===== src/rtl/srcrs_consts.svh =====
/*
 * Constants of the reset and clock-ready sequencer: register offsets,
 * field positions, reset values and delay figures with their cycle counts.
 * Assumes a 10 MHz system clock and byte addresses on a 32-bit APB.
 */
`ifndef SRCRS_CONSTS_SVH
`define SRCRS_CONSTS_SVH

`define SRCRS_CLK_MHZ          10
`define SRCRS_CLK_NS           100

`define SRCRS_POR_EXT_US       30
`define SRCRS_POR_EXT_CYC      (`SRCRS_POR_EXT_US * `SRCRS_CLK_MHZ)
`define SRCRS_BOR_EXT_US       100
`define SRCRS_BOR_EXT_CYC      (`SRCRS_BOR_EXT_US * `SRCRS_CLK_MHZ)
`define SRCRS_FRC_OSCD_NS      1100
`define SRCRS_FRC_OSCD_CYC     (`SRCRS_FRC_OSCD_NS / `SRCRS_CLK_NS)
`define SRCRS_LOW_POWER_INTERNAL_RC_OSCD_US     70
`define SRCRS_LOW_POWER_INTERNAL_RC_OSCD_CYC    (`SRCRS_LOW_POWER_INTERNAL_RC_OSCD_US * `SRCRS_CLK_MHZ)
`define SRCRS_XTAL_OSCD_US     70
`define SRCRS_XTAL_OSCD_CYC    (`SRCRS_XTAL_OSCD_US * `SRCRS_CLK_MHZ)
`define SRCRS_OST_PERIODS      1024
`define SRCRS_LOCK_US          1500
`define SRCRS_LOCK_CYC         (`SRCRS_LOCK_US * `SRCRS_CLK_MHZ)
`define SRCRS_MON_US           900
`define SRCRS_MON_CYC          (`SRCRS_MON_US * `SRCRS_CLK_MHZ)
`define SRCRS_MS_CYC           (1000 * `SRCRS_CLK_MHZ)

`define SRCRS_RCS_OFF          12'h000
`define SRCRS_OSCCTL_OFF       12'h004
`define SRCRS_SEQSTAT_OFF      12'h008

`define SRCRS_RCS_POR          0
`define SRCRS_RCS_BOR          1
`define SRCRS_RCS_IDLE         2
`define SRCRS_RCS_SWDT         5
`define SRCRS_RCS_SWR          6
`define SRCRS_RCS_WARM         7
`define SRCRS_RCS_RESET        16'h0003
`define SRCRS_RCS_WMASK        16'h00e7
`define SRCRS_CURRENT_OSCILLATOR_FIELD_LSB         12
`define SRCRS_RESET_VECTOR     24'h000000

`endif


===== src/rtl/srcrs_pkg.sv =====
/*
 * Types of the reset and clock-ready sequencer: sequence states,
 * oscillator selections and the primary oscillator kinds.
 * Assumes nothing of its surroundings.
 */
package srcrs_pkg;

    typedef enum logic [10:0] {
        ST_POR_WAIT = 11'h001,
        ST_POR_EXT  = 11'h002,
        ST_BOR_WAIT = 11'h004,
        ST_BOR_EXT  = 11'h008,
        ST_POWER_UP_TIMER     = 11'h010,
        ST_OSCD     = 11'h020,
        ST_OST      = 11'h040,
        ST_LOCK     = 11'h080,
        ST_RUN      = 11'h100,
        ST_WARM     = 11'h200,
        ST_SWR      = 11'h400
    } srcrs_state_e;

    typedef enum logic [2:0] {
        OSC_FRC     = 3'h0,
        OSC_FRC_PLL = 3'h1,
        OSC_PRI     = 3'h2,
        OSC_PRI_PLL = 3'h3,
        OSC_SEC     = 3'h4,
        OSC_LOW_POWER_INTERNAL_RC    = 3'h5,
        OSC_FRC_D16 = 3'h6,
        OSC_FRC_DN  = 3'h7
    } srcrs_osc_e;

    typedef enum logic [1:0] {
        PRI_EXT_CLK = 2'h0,
        PRI_MED_XTL = 2'h1,
        PRI_HS_XTL  = 2'h2
    } srcrs_pri_e;

endpackage : srcrs_pkg


===== src/rtl/srcrs_top.sv =====
/*
 * Reset and clock-ready sequencer: supply supervision, power-up timer,
 * oscillator ready delays, cold/warm reset handling, reset-cause register.
 * Assumes supply comparators and reset requests synchronous to clk_sys,
 * osc_tick one cycle high per oscillator period, APB master on one clock.
 */
// The register offsets and the APB slave port were left to the implementer.
`timescale 1ns/1ps
`default_nettype none
`include "srcrs_consts.svh"

// Functional notes
// RL1: idle wake-up flag set after idle state
// RL2: brown-out sets cause flag bit 1
// RL3: power-on sets cause flag bit 0
// RL4: flags writable; writes never cause reset
// RL5: nonvolatile enable forces watchdog on
// RL6: cold reset takes configured new oscillator
// RL7: warm reset keeps current oscillator field
// RL8: hold reset until supplies and clock ready; code releases reset after the power-up timer, before the clock delays
// RL9: clock-ready delay chosen per oscillator mode
// RL10: start-up timer counts 1024 oscillator periods
// RL11: PLL modes add lock wait
// RL12: start-up delay within 1.1 or 70 us
// RL13: power-up timer 0-128 ms after brown-out
// RL14: power-on extension at most 30 us
// RL15: brown-out extension at most 100 us
// RL16: execution starts at address zero
// RL17: clock monitor starts 900 us after ready
// RL18: any active source asserts system reset; code ignores warm and software requests during the clock delays
// RL19: power-on clears other flags, sets its own
// RL20: software reset releases next cycle, clock kept
// RL21: delays counted on clk_sys, clock after release
module srcrs_top
    import srcrs_pkg::*;
#(
    parameter int          APB_AW      = 12,
    parameter logic [31:0] LOCK_CYC    = `SRCRS_LOCK_CYC,
    parameter logic [31:0] MON_CYC     = `SRCRS_MON_CYC,
    parameter logic [31:0] POWER_UP_TIMER_MS_CYC = `SRCRS_MS_CYC
)(
    input  wire logic              clk_sys,
    input  wire logic              reset,
    input  wire logic [APB_AW-1:0] paddr,
    input  wire logic              psel,
    input  wire logic              penable,
    input  wire logic              pwrite,
    input  wire logic [31:0]       pwdata,
    output logic [31:0]            prdata,
    output logic                   pready,
    output logic                   pslverr,
    input  wire logic              por_supply_ok,
    input  wire logic              bor_supply_ok,
    input  wire logic              warm_reset_req,
    input  wire logic              soft_reset_instr,
    input  wire logic              idle_entered,
    input  wire logic              osc_tick,
    input  wire logic              nv_watchdog_enable,
    input  wire logic [2:0]        new_oscillator_select,
    input  wire logic [1:0]        primary_kind,
    input  wire logic [2:0]        power_up_select,
    input  wire logic              monitor_enable,
    output logic                   system_reset_line,
    output logic                   clock_ready,
    output logic                   fetch_start,
    output logic [23:0]            fetch_address,
    output logic [2:0]             active_oscillator,
    output logic                   watchdog_enable,
    output logic                   monitor_active
);

    typedef struct packed {
        srcrs_state_e state;
        logic [31:0]  cnt;
        logic [31:0]  mon_cnt;
        logic [15:0]  rcs;
        srcrs_osc_e   cur_osc;
        logic         sys_rst;
        logic         clk_rdy;
        logic         fetch;
        logic [23:0]  fetch_addr;
        logic         mon_on;
        logic         wdt_en;
        logic         pready;
        logic         pslverr;
        logic [31:0]  prdata;
    } srcrs_regs_s;

    localparam srcrs_regs_s RST = '{
        state:      ST_POR_WAIT,
        cnt:        32'h0,
        mon_cnt:    32'h0,
        rcs:        `SRCRS_RCS_RESET,
        cur_osc:    OSC_FRC,
        sys_rst:    1'b1,
        clk_rdy:    1'b0,
        fetch:      1'b0,
        fetch_addr: `SRCRS_RESET_VECTOR,
        mon_on:     1'b0,
        wdt_en:     1'b1,
        pready:     1'b0,
        pslverr:    1'b0,
        prdata:     32'h0
    };

    srcrs_regs_s st;
    srcrs_regs_s next_st;

    // crystal and secondary sources need the start-up timer
    function automatic logic needs_ost(srcrs_osc_e o, logic [1:0] k);
        if (o == OSC_SEC)
            return 1'b1;
        if (o == OSC_PRI || o == OSC_PRI_PLL)
            return k != PRI_EXT_CLK;
        return 1'b0;
    endfunction : needs_ost

    function automatic logic needs_lock(srcrs_osc_e o);
        return o == OSC_FRC_PLL || o == OSC_PRI_PLL;
    endfunction : needs_lock

    // longest figures rounded down to whole cycles
    function automatic logic [31:0] oscd_cyc(srcrs_osc_e o,
                                             logic [1:0] k);
        case (o)
            OSC_LOW_POWER_INTERNAL_RC:
                return 32'(`SRCRS_LOW_POWER_INTERNAL_RC_OSCD_CYC);
            OSC_SEC:
                return 32'(`SRCRS_XTAL_OSCD_CYC);
            OSC_PRI, OSC_PRI_PLL:
                return (k == PRI_EXT_CLK) ? 32'h0
                                          : 32'(`SRCRS_XTAL_OSCD_CYC);
            default:
                return 32'(`SRCRS_FRC_OSCD_CYC);
        endcase
    endfunction : oscd_cyc

    // eight power-up settings, 0 to 128 ms
    function automatic logic [31:0] power_up_timer_cyc(logic [2:0] sel);
        logic [7:0] ms;
        ms = (sel == 3'h0) ? 8'h0 : 8'(8'h1 << sel);
        return 32'(ms * POWER_UP_TIMER_MS_CYC);
    endfunction : power_up_timer_cyc

    logic        apb_acc;
    logic        apb_hit;
    logic [31:0] rd_word;

    assign apb_acc = psel && penable;

    always_comb
    begin
        apb_hit = 1'b1;
        rd_word = 32'h0;
        case (paddr)
            `SRCRS_RCS_OFF:
                rd_word = {16'h0, st.rcs};
            `SRCRS_OSCCTL_OFF:
                rd_word = 32'(st.cur_osc) << `SRCRS_CURRENT_OSCILLATOR_FIELD_LSB;
            `SRCRS_SEQSTAT_OFF:
                rd_word = {st.mon_on, st.clk_rdy, st.sys_rst, 18'h0,
                           st.state};
            default:
                apb_hit = 1'b0;
        endcase
    end

    always_comb
    begin
        next_st = st;
        next_st.fetch = 1'b0;

        // one wait state; write lands at the edge that sees pready
        next_st.pready = apb_acc && !st.pready;
        next_st.pslverr = apb_acc && !st.pready && !apb_hit;
        if (apb_acc && !st.pready)
            next_st.prdata = pwrite ? 32'h0 : rd_word;
        if (apb_acc && st.pready && pwrite && apb_hit
            && paddr == `SRCRS_RCS_OFF)
            next_st.rcs = pwdata[15:0] & `SRCRS_RCS_WMASK; // [RL4]

        // hardware sets follow the bus write so a set is never lost
        if (idle_entered)
            next_st.rcs[`SRCRS_RCS_IDLE] = 1'b1; // [RL1]

        if (st.cnt != 32'h0)
            next_st.cnt = st.cnt - 32'h1;

        if (!por_supply_ok && st.state != ST_POR_WAIT)
        begin
            next_st.state = ST_POR_WAIT; // [RL18]
            next_st.sys_rst = 1'b1;
            next_st.clk_rdy = 1'b0;
            next_st.mon_on = 1'b0;
            next_st.rcs = 16'h0;
            next_st.rcs[`SRCRS_RCS_POR] = 1'b1; // [RL3] [RL19]
        end
        else if (!bor_supply_ok && st.state != ST_POR_WAIT
                 && st.state != ST_POR_EXT && st.state != ST_BOR_WAIT)
        begin
            next_st.state = ST_BOR_WAIT; // [RL18]
            next_st.sys_rst = 1'b1;
            next_st.clk_rdy = 1'b0;
            next_st.mon_on = 1'b0;
            next_st.rcs[`SRCRS_RCS_BOR] = 1'b1; // [RL2]
            next_st.rcs[`SRCRS_RCS_SWR] = 1'b0;
        end
        else
        begin
            case (st.state)
                ST_POR_WAIT:
                    if (por_supply_ok)
                    begin
                        next_st.state = ST_POR_EXT;
                        next_st.cnt = 32'(`SRCRS_POR_EXT_CYC); // [RL14]
                    end
                ST_POR_EXT:
                    if (st.cnt == 32'h0)
                        next_st.state = ST_BOR_WAIT;
                ST_BOR_WAIT:
                    if (bor_supply_ok)
                    begin
                        next_st.state = ST_BOR_EXT;
                        next_st.cnt = 32'(`SRCRS_BOR_EXT_CYC); // [RL15]
                    end
                ST_BOR_EXT:
                    if (st.cnt == 32'h0)
                    begin
                        next_st.state = ST_POWER_UP_TIMER;
                        next_st.cnt = power_up_timer_cyc(power_up_select); // [RL13]
                    end
                ST_POWER_UP_TIMER:
                    if (st.cnt == 32'h0)
                    begin
                        // cold path: release reset, then time the clock
                        next_st.state = ST_OSCD; // [RL13] [RL21]
                        next_st.sys_rst = 1'b0;
                        next_st.cur_osc =
                            srcrs_osc_e'(new_oscillator_select); // [RL6]
                        next_st.cnt = oscd_cyc(
                            srcrs_osc_e'(new_oscillator_select),
                            primary_kind); // [RL12]
                    end
                ST_OSCD:
                    if (st.cnt == 32'h0)
                    begin
                        if (needs_ost(st.cur_osc, primary_kind))
                        begin
                            next_st.state = ST_OST; // [RL9]
                            next_st.cnt = 32'(`SRCRS_OST_PERIODS);
                        end
                        else if (needs_lock(st.cur_osc))
                        begin
                            next_st.state = ST_LOCK; // [RL9]
                            next_st.cnt = LOCK_CYC;
                        end
                        else
                            next_st.state = ST_RUN;
                    end
                ST_OST:
                begin
                    // counts oscillator periods, not system cycles
                    next_st.cnt = (osc_tick && st.cnt != 32'h0)
                                  ? st.cnt - 32'h1 : st.cnt; // [RL10]
                    if (st.cnt == 32'h0)
                    begin
                        if (needs_lock(st.cur_osc))
                        begin
                            next_st.state = ST_LOCK; // [RL9]
                            next_st.cnt = LOCK_CYC; // [RL11]
                        end
                        else
                            next_st.state = ST_RUN;
                    end
                end
                ST_LOCK:
                    if (st.cnt == 32'h0)
                        next_st.state = ST_RUN; // [RL11]
                ST_RUN:
                begin
                    if (warm_reset_req)
                    begin
                        next_st.state = ST_WARM; // [RL18] [RL7]
                        next_st.sys_rst = 1'b1;
                        next_st.rcs[`SRCRS_RCS_WARM] = 1'b1;
                    end
                    else if (soft_reset_instr)
                    begin
                        next_st.state = ST_SWR; // [RL20]
                        next_st.sys_rst = 1'b1;
                        next_st.rcs[`SRCRS_RCS_SWR] = 1'b1;
                    end
                end
                ST_WARM:
                    if (!warm_reset_req)
                    begin
                        next_st.state = ST_RUN; // [RL18]
                        next_st.sys_rst = 1'b0;
                        next_st.fetch = 1'b1;
                        next_st.fetch_addr = `SRCRS_RESET_VECTOR;
                    end
                ST_SWR:
                begin
                    next_st.state = ST_RUN; // [RL20]
                    next_st.sys_rst = 1'b0;
                    next_st.fetch = 1'b1;
                    next_st.fetch_addr = `SRCRS_RESET_VECTOR; // [RL16]
                end
                default:
                    next_st.state = ST_POR_WAIT;
            endcase

            // first arrival in run after a cold sequence
            if (next_st.state == ST_RUN && !st.clk_rdy)
            begin
                next_st.clk_rdy = 1'b1; // [RL8]
                next_st.fetch = 1'b1;
                next_st.fetch_addr = `SRCRS_RESET_VECTOR; // [RL16]
                next_st.mon_cnt = MON_CYC; // [RL17]
            end
        end

        // monitor delay keeps running across warm resets
        if (st.clk_rdy && next_st.clk_rdy && st.mon_cnt != 32'h0)
            next_st.mon_cnt = st.mon_cnt - 32'h1;
        next_st.mon_on = next_st.clk_rdy && monitor_enable
                         && st.clk_rdy && st.mon_cnt == 32'h0; // [RL17]

        next_st.wdt_en = nv_watchdog_enable
                         || next_st.rcs[`SRCRS_RCS_SWDT]; // [RL5]
    end

    always_ff @(posedge clk_sys)
    begin
        if (reset)
            st <= RST;
        else
            st <= next_st;
    end

    assign prdata            = st.prdata;
    assign pready            = st.pready;
    assign pslverr           = st.pslverr;
    assign system_reset_line = st.sys_rst;
    assign clock_ready       = st.clk_rdy;
    assign fetch_start       = st.fetch;
    assign fetch_address     = st.fetch_addr;
    assign active_oscillator = st.cur_osc;
    assign watchdog_enable   = st.wdt_en;
    assign monitor_active    = st.mon_on;

endmodule : srcrs_top
`default_nettype wire


===== config.mk =====
export PLATFORM = sky130hd
export DESIGN_NAME = srcrs_top
export DESIGN_NICKNAME = d
export VERILOG_FILES = /design/src/rtl/srcrs_pkg.sv /design/src/rtl/srcrs_top.sv
export VERILOG_INCLUDE_DIRS = /design/src /design/src/rtl
export SDC_FILE = /design/constraint.sdc
export NUM_CORES = 1
export LEC_CHECK = 0
export CELL_PAD_IN_SITES_DETAIL_PLACEMENT = 1
export CELL_PAD_IN_SITES_GLOBAL_PLACEMENT = 2
export CORE_ASPECT_RATIO = 0.5
export CORE_MARGIN = 2
export CORE_UTILIZATION = 42
export CTS_BUF_LIST = sky130_fd_sc_hd__clkbuf_2 sky130_fd_sc_hd__clkbuf_4 sky130_fd_sc_hd__clkbuf_8
export DETAILED_ROUTE_END_ITERATION = 12
export DONT_BUFFER_PORTS = 1
export GPL_TIMING_DRIVEN = 0
export PLACE_DENSITY_LB_ADDON = 0.1
export SETUP_SLACK_MARGIN = 0.1
export SLEW_MARGIN = 20
export SYNTH_ARGS = -nofsm -noshare
export SYNTH_HDL_FRONTEND = slang
export SYNTH_SLANG_ARGS = --single-unit
export TNS_END_PERCENT = 100

===== constraint.sdc =====
create_clock -name clk_sys -period 15.82 [get_ports clk_sys]
set_clock_uncertainty 0.15 [all_clocks]
set_input_delay 3.164 -clock clk_sys [delete_from_list [all_inputs] [get_ports clk_sys]]
set_output_delay 3.164 -clock clk_sys [all_outputs]
set_load 0.01 [all_outputs]

==> key figures, run 1 <==
Clock tree
  – CTS Root Cell: clkbuf_8
  – CTS hold repair buffers: 0
  – Clock transition at the registers of the reported paths: approximately 0.11 ns
  – Clock sink count: 108
  – Htree depth: 3
  – Post-CTS resize count: 0
  – CTS Buffer Depth: 2
  – CTS tree: done
  – Setup Fix Bufs, Post-CTS: 0
  – CTS Buf Count: 9
  – Clock Latency Late Sink: around 0.42 ns

Synth
  – Post-synthesis cell area: between 0.007 and 0.008 mm²
  – Most used DFF post-synth: dfxtp_1
  – EDFF count, synth: 0
  – Average instance area after synthesis: around 7.8 µm²
  – Async set or reset register ratio after synthesis: 0%
  – Post-Syn Instances: 1,022
  – Yosys warns: 0
  – Netlist cell types: between 70 and 80
  – Seq/Total Area, Yosys: 27.19%
  – Yosys reg bits: ~110

Placement
  – Post-DP HPWL: between 20,000 and 25,000 µm
  – RePlAce Congestion: roughly 0.9
  – IO Port Bufs: 0

Global route
  – Grt total ovfl: 0
  – Vias in the first global route: 7,967
  – Largest net degree at the start of global routing: 20
  – First-pass GRT wire length: 44,100 µm
  – Initial antenna violation count: 0
  – Overall Global Routing Usage: between 20 and 30%

Min path
  – Hold Crit Class: flip-flop to flip-flop
  – Hold wc startpoint: st[144]

Setup path
  – Nature of the critical path startpoint: primary input
  – Most common cell on crit path: ha_1
  – CP max FO: 8
  – CP delay by family, top: compound AO/OA/AOI/OAI gates
  – WS Path Type: primary input to flip-flop
  – Critical path origin: power_up_select[1]
  – Worst EP required: ~16 ns
  – Crit path largest cell delay: a little over 0.8 ns
  – Worst path buffer plus inverter count: 1
  – CP Cell Sequence: clkbuf_1, nor2b_1, nor2b_1, ha_1, ha_1, fa_1, ha_1, ha_1, a21o_1, a2111oi_0, o21ai_0, xor2_1, a41oi_1, o21ai_0, a32o_1
  – Crit Reg-Reg Startpoint: st[127]
  – Critical path arrival: 8.14 ns
  – R2R Setup Slk: roughly 11 ns
  – Critical Path Sink Type: flip-flop
  – Worst-path cell with the longest stage delay: a2111oi_0

STA
  – # setup viols final: 0
  – RSZ-0062 raised after global routing: no
  – Fin. max-slew vios: 0
  – Period minus WS final: about 8.0 ns
  – Total negative slack: 0 ns
  – Least-Margin Pin Slew: slightly above 1 ns
  – Final hold violation count: 0
  – Final period util: approximately half
  – Max_slew headroom: 30.31%
  – Fmax: about 130 MHz

Power
  – Share of total power in the clock network: approximately 17%
  – Final Power: approximately 1.1 mW
  – Reg power frac: a little under a third
  – Sw frac: ~49%
  – Worst VDD drop: roughly 0.076 mV
  – Switching power total: around 0.55 mW
  – LEAKAGE: roughly 3.6 nW
  – Combinational Power Share: between 50% and 60%
  – Power per standard cell area: roughly 130 mW/mm²
  – Pint: ~0.58 mW

Floorplan
  – Io pins: 131
  – Initial core utilization: around 43%
  – Core ar.: about 0.018 mm²
  – Num rows: 35
  – Die width: 198.6 µm
  – DIE AREA: about 0.020 mm²
  – DIE HEIGHT: 101.3 µm

Cells and area
  – Register area: 0.002162 mm²
  – Area growth syn-to-layout: 9.298%
  – Nets: ~1,200
  – Area taken by multi-input logic gates: 0.005268 mm²
  – N_diodes: 0
  – Ratio of cells with drive above 1 in the final layout: between 10% and 20%
  – FILL cells: 2,320

Routing
  – Via count: roughly 8,100
  – Detailed Route WL: 28,140 µm
  – Via density: 6.034
  – 1st-pass router iterations: 5
  – DR WL/cell: ~21 µm
  – ANT nets after route: 0
  – Residual DRC: 0
  – Iter 0 DRT Violations: 594

Run
  – Max Cap Viol: 0

Status
  – Outcome: finished clean
-- cells in the mapped netlist, types with 6 or more instances --
cell type / n / area, µm²
nor3b_1: 11 / 82.58
nand4_1: 13 / 81.33
nor4_1: 28 / 175.2
xor2_1: 17 / 148.9
xnor2_1: 33 / 289.0
dfxtp_1: 108 / 2162
a21oi_1: 56 / 280.3
inv_1: 20 / 75.07
and2_1: 6 / 37.54
nor3_1: 42 / 210.2
buf_4: 59 / 442.9
o21ai_0: 59 / 295.3
a31oi_1: 28 / 175.2
nand3_1: 27 / 135.1
or2_2: 6 / 37.54
clkbuf_1: 46 / 172.7
ha_1: 39 / 488.0
nand2_1: 64 / 240.2
and4_1: 6 / 52.55
a22oi_1: 17 / 127.6
a211oi_1: 13 / 97.59
o221ai_1: 7 / 61.31
a21o_1: 11 / 82.58
or3_1: 27 / 168.9
o31ai_1: 10 / 75.07
nor2b_1: 12 / 75.07
and3_1: 11 / 68.82
or4_1: 16 / 120.1
nor2_1: 114 / 427.9
mux2_2: 9 / 101.4
mux2i_1: 11 / 110.1
nand2b_1: 15 / 93.84
-- area by class of cell --
class / instances / area share [%]
multi-input combinational: 822 / 60.60
sequential: 108 / 24.87
buffer: 110 / 7.341
tap: 259 / 3.728
clock buffer: 10 / 1.583
clock inverter: 6 / 0.9069
inverter: 21 / 0.9069
timing repair buffer: 1 / 0.05758
-- placed cells by master (no fill, tap or decap), drive strengths merged, types with 23 or more instances in the layout --
cell type  instances
a21oi             56
a31oi             28
buf               65
clkbuf            56
conb              40
dfxtp            108
ha                39
inv               23
nand2             64
nand3             27
nor2             114
nor3              42
nor4              29
o21ai             59
or3               27
xnor2             33
-- registers in the layout (all words and copies together) (netlist names) --
name,cells
active_oscillator,3
clock_ready,1
fetch_start,1
monitor_active,1
prdata,17
pready,1
pslverr,1
st,81
system_reset_line,1
watchdog_enable,1
-- final timing paths --
check / to / depth (start not counted)
max: st[132] / 15
min: st[144] / 1
max reg2reg: st[114] / 13
min reg2reg: st[144] / 1
-- per-stage QoR --
stage	cells	instance area (µm²)	hold slack, ns	utilization, %	setup slack [ns]
floorplan	1061	8099	0.2884	-	8.586
global placement	1320	8423	0.3070	45.58	7.430
detailed placement	1321	8453	0.3265	45.74	7.353
CTS	1337	8670	0.3448	46.91	7.767
global route	1337	8692	0.3710	47.03	7.504
finish	1337	8692	0.3477	47.03	7.846
-- routing by layer --
metal / wire length, µm / GRT usage, %
met3: 1809 / 4.928
met2: 12590 / 46.75
met5: 0 / 0
met4: 495 / 7.463
met1: 13240 / 38.49
-- power groups by stage --
| stage | logic [mW] | registers (mW) | clock network, mW |
|---|---|---|---|
| finish | 0.576 | 0.359 | 0.195 |
| global route | 0.633 | 0.365 | 0.208 |
| CTS | 0.565 | 0.357 | 0.197 |
| detailed placement | 0.562 | 0.362 | 0 |
| global placement | 0.539 | 0.360 | 0 |
| floorplan | 0.415 | 0.347 | 0 |
-- cells by family (layout without fill, tap and decap cells) --
logic type               Yosys count  after routing  synth area share, %
adder cells (fa/ha/maj)           43             43                7.143
XOR/XNOR                          50             50                5.507
other                              1             40              0.04715
AND/OR/NAND/NOR                  418            418                27.63
flip-flops                       108            108                27.19
multiplexers                      20             20                2.659
buffers and inverters            131            148                9.015
AO/OA/AOI/OAI                    251            251                20.82
Power figures use the tool's default switching activity.
==> inputs of run 2 (changes only) <==
- CORE_UTILIZATION: 42 -> 35
- clock period: 15.82 -> 7.3 ns (I/O delays scaled with it)
==> run 2 against run 1 <==
Compared with the run above:
- cell count up 3.1%
- clock power up 110%
- utilization down 7.3 points
- critical endpoint unchanged
==> key figures, run 2 (synthesis results as in run 1) <==
Status
  – Outcome: finished clean

STA
  – Total negative slack: 0 ns
  – Least-Margin Pin Slew: ~1.2 ns
  – Min Hold Slack: roughly 0.33 ns
  – Fmax: between 150 and 200 MHz
  – # setup viols final: 0
  – Final hold violation count: 0
  – Final period util: between 80% and 90%
  – Fin. max-slew vios: 0
  – Period minus WS final: 6.126 ns
  – Final setup margin: approximately 1.2 ns
  – RSZ-0062 raised after global routing: no
  – Max_slew headroom: a little over a fifth

Cells and area
  – Nets: between 1,000 and 1,500
  – Leading cell type in the layout, fill and taps excluded: nor2_1
  – Most flop-heavy register: st
  – Area taken by multi-input logic gates: roughly 0.0053 mm²
  – Final Util: between 30% and 40%
  – Area growth syn-to-layout: 9.739%
  – Post-Layout Cell Count: around 1,400
  – N_diodes: 0
  – Cell area after layout: 0.008727 mm²
  – FILL cells: roughly 2,700
  – Most frequent cells in the layout: nor2_1, dfxtp_1, nand2_1
  – Register area: 0.002162 mm²
  – Ratio of cells with drive above 1 in the final layout: about a tenth
  – Max FFs per register: 81

Routing
  – Detailed Route WL: between 20,000 and 30,000 µm
  – ANT nets after route: 0
  – Via density: 5.789
  – 1st-pass router iterations: 4
  – DR WL/cell: approximately 21 µm
  – Via count: approximately 8,000
  – Residual DRC: 0
  – Iter 0 DRT Violations: between 600 and 700

Clock tree
  – Setup Fix Bufs, Post-CTS: 0
  – Htree depth: 3
  – CTS Buf Count: 9
  – Post-CTS resize count: 0
  – Clock sink count: between 100 and 150
  – CTS tree: done
  – CTS Buffer Depth: 2
  – Clock transition at the registers of the reported paths: about 0.12 ns
  – Clock Latency Late Sink: between 0.4 and 0.5 ns
  – CTS Root Cell: clkbuf_8
  – CTS hold repair buffers: 0

Setup path
  – Most common cell on crit path: ha_1
  – Crit path largest cell delay: around 0.64 ns
  – WS Path Type: primary input to flip-flop
  – CP max FO: 8
  – CP Cell Sequence: clkbuf_1, nor2b_1, nor2b_1, ha_1, ha_1, fa_1, ha_1, ha_1, a21o_1, a2111oi_0, o21ai_0, xor2_1, a41oi_1, o21ai_0, a32o_1
  – Worst EP required: 7.48 ns
  – Nature of the critical path startpoint: primary input
  – Worst-path cell with the longest stage delay: a2111oi_0
  – Critical Path Sink Type: flip-flop
  – Critical path arrival: about 6.3 ns

Power
  – LEAKAGE: 3.597 nW
  – Final Power: between 2 and 2.5 mW
  – Combinational Power Share: between 50% and 60%
  – Pint: approximately 1.3 mW
  – Share of total power in the clock network: around 17%
  – Switching power total: roughly 1.2 mW
  – Power per standard cell area: roughly 280 mW/mm²
  – Reg power frac: around a third
  – Sw frac: roughly half
  – Worst VDD drop: approximately 0.11 mV

Floorplan
  – Io pins: between 100 and 150
  – Die width: 217.2 µm
  – Num rows: 38
  – Core ar.: 0.02197 mm²
  – DIE HEIGHT: around 110 µm
  – DIE AREA: roughly 0.024 mm²
  – Initial core utilization: about 36%

Placement
  – IO Port Bufs: 0
  – Pre-CTS setup slack: roughly 0.74 ns
  – Inst Count DP: 1,363
  – Post-DP HPWL: between 20,000 and 25,000 µm
  – Area after DPL: around 0.0085 mm²
  – RePlAce Congestion: around 0.91

Global route
  – First-pass GRT wire length: ~46,000 µm
  – Grt total ovfl: 0
  – Met2 usage: between 30% and 40%
  – Routing usage on met3: under 10%
  – M1 GR Usage: 33.03%
  – Layer carrying the most global-route usage: met2
  – Overall Global Routing Usage: around a quarter
  – Largest net degree at the start of global routing: 19
  – Initial antenna violation count: 0
  – Vias in the first global route: 8,033

Run
  – Max Cap Viol: 0

Min path
  – Hold Crit Class: flip-flop to flip-flop
## run 2: worst max-delay path: cells and delay by family
family / cells / cell delay, ns
compound gates: 6 / 1.71
buf+inv: 1 / 0.29
xor+xnor: 1 / 0.23
simple gates: 2 / 0.91
fa+ha+maj: 5 / 1.69
## run 2: metal layers
metal	share of wire (%)	wire length (µm)
met5	0	0
met4	1.6	472
met3	6.0	1756
met2	45	13160
met1	48	14020
## run 2: area by class of cell
cell class / count / area share (%)
Clock buffer: 10 / 1.505
Multi-Input combinational cell: 822 / 60.30
Timing Repair Buffer: 2 / 0.1147
Inverter: 21 / 0.9032
Tap cell: 300 / 4.301
Buffer: 110 / 7.312
Sequential cell: 108 / 24.77
Clock inverter: 6 / 0.7885
## run 2: power by group through the flow
stage	Clock (mW)	Combinational, mW	Sequential (mW)
5_1_grt	0.454	1.39	0.788
3_3_place_gp	0	1.19	0.783
6_report	0.416	1.27	0.777
3_5_place_dp	0	1.23	0.785
2_1_floorplan	0	0.900	0.752
4_1_cts	0.426	1.24	0.772
## run 2: path summary, 6_finish.rpt
kind,start,to,slack [ns],cells after the start
setup / recovery,power_up_select[1],st[132],1.17,15
hold / removal,st[105],st[105],0.33,2
setup reg to reg,st[127],st[114],2.54,13
hold reg to reg,st[105],st[105],0.33,2
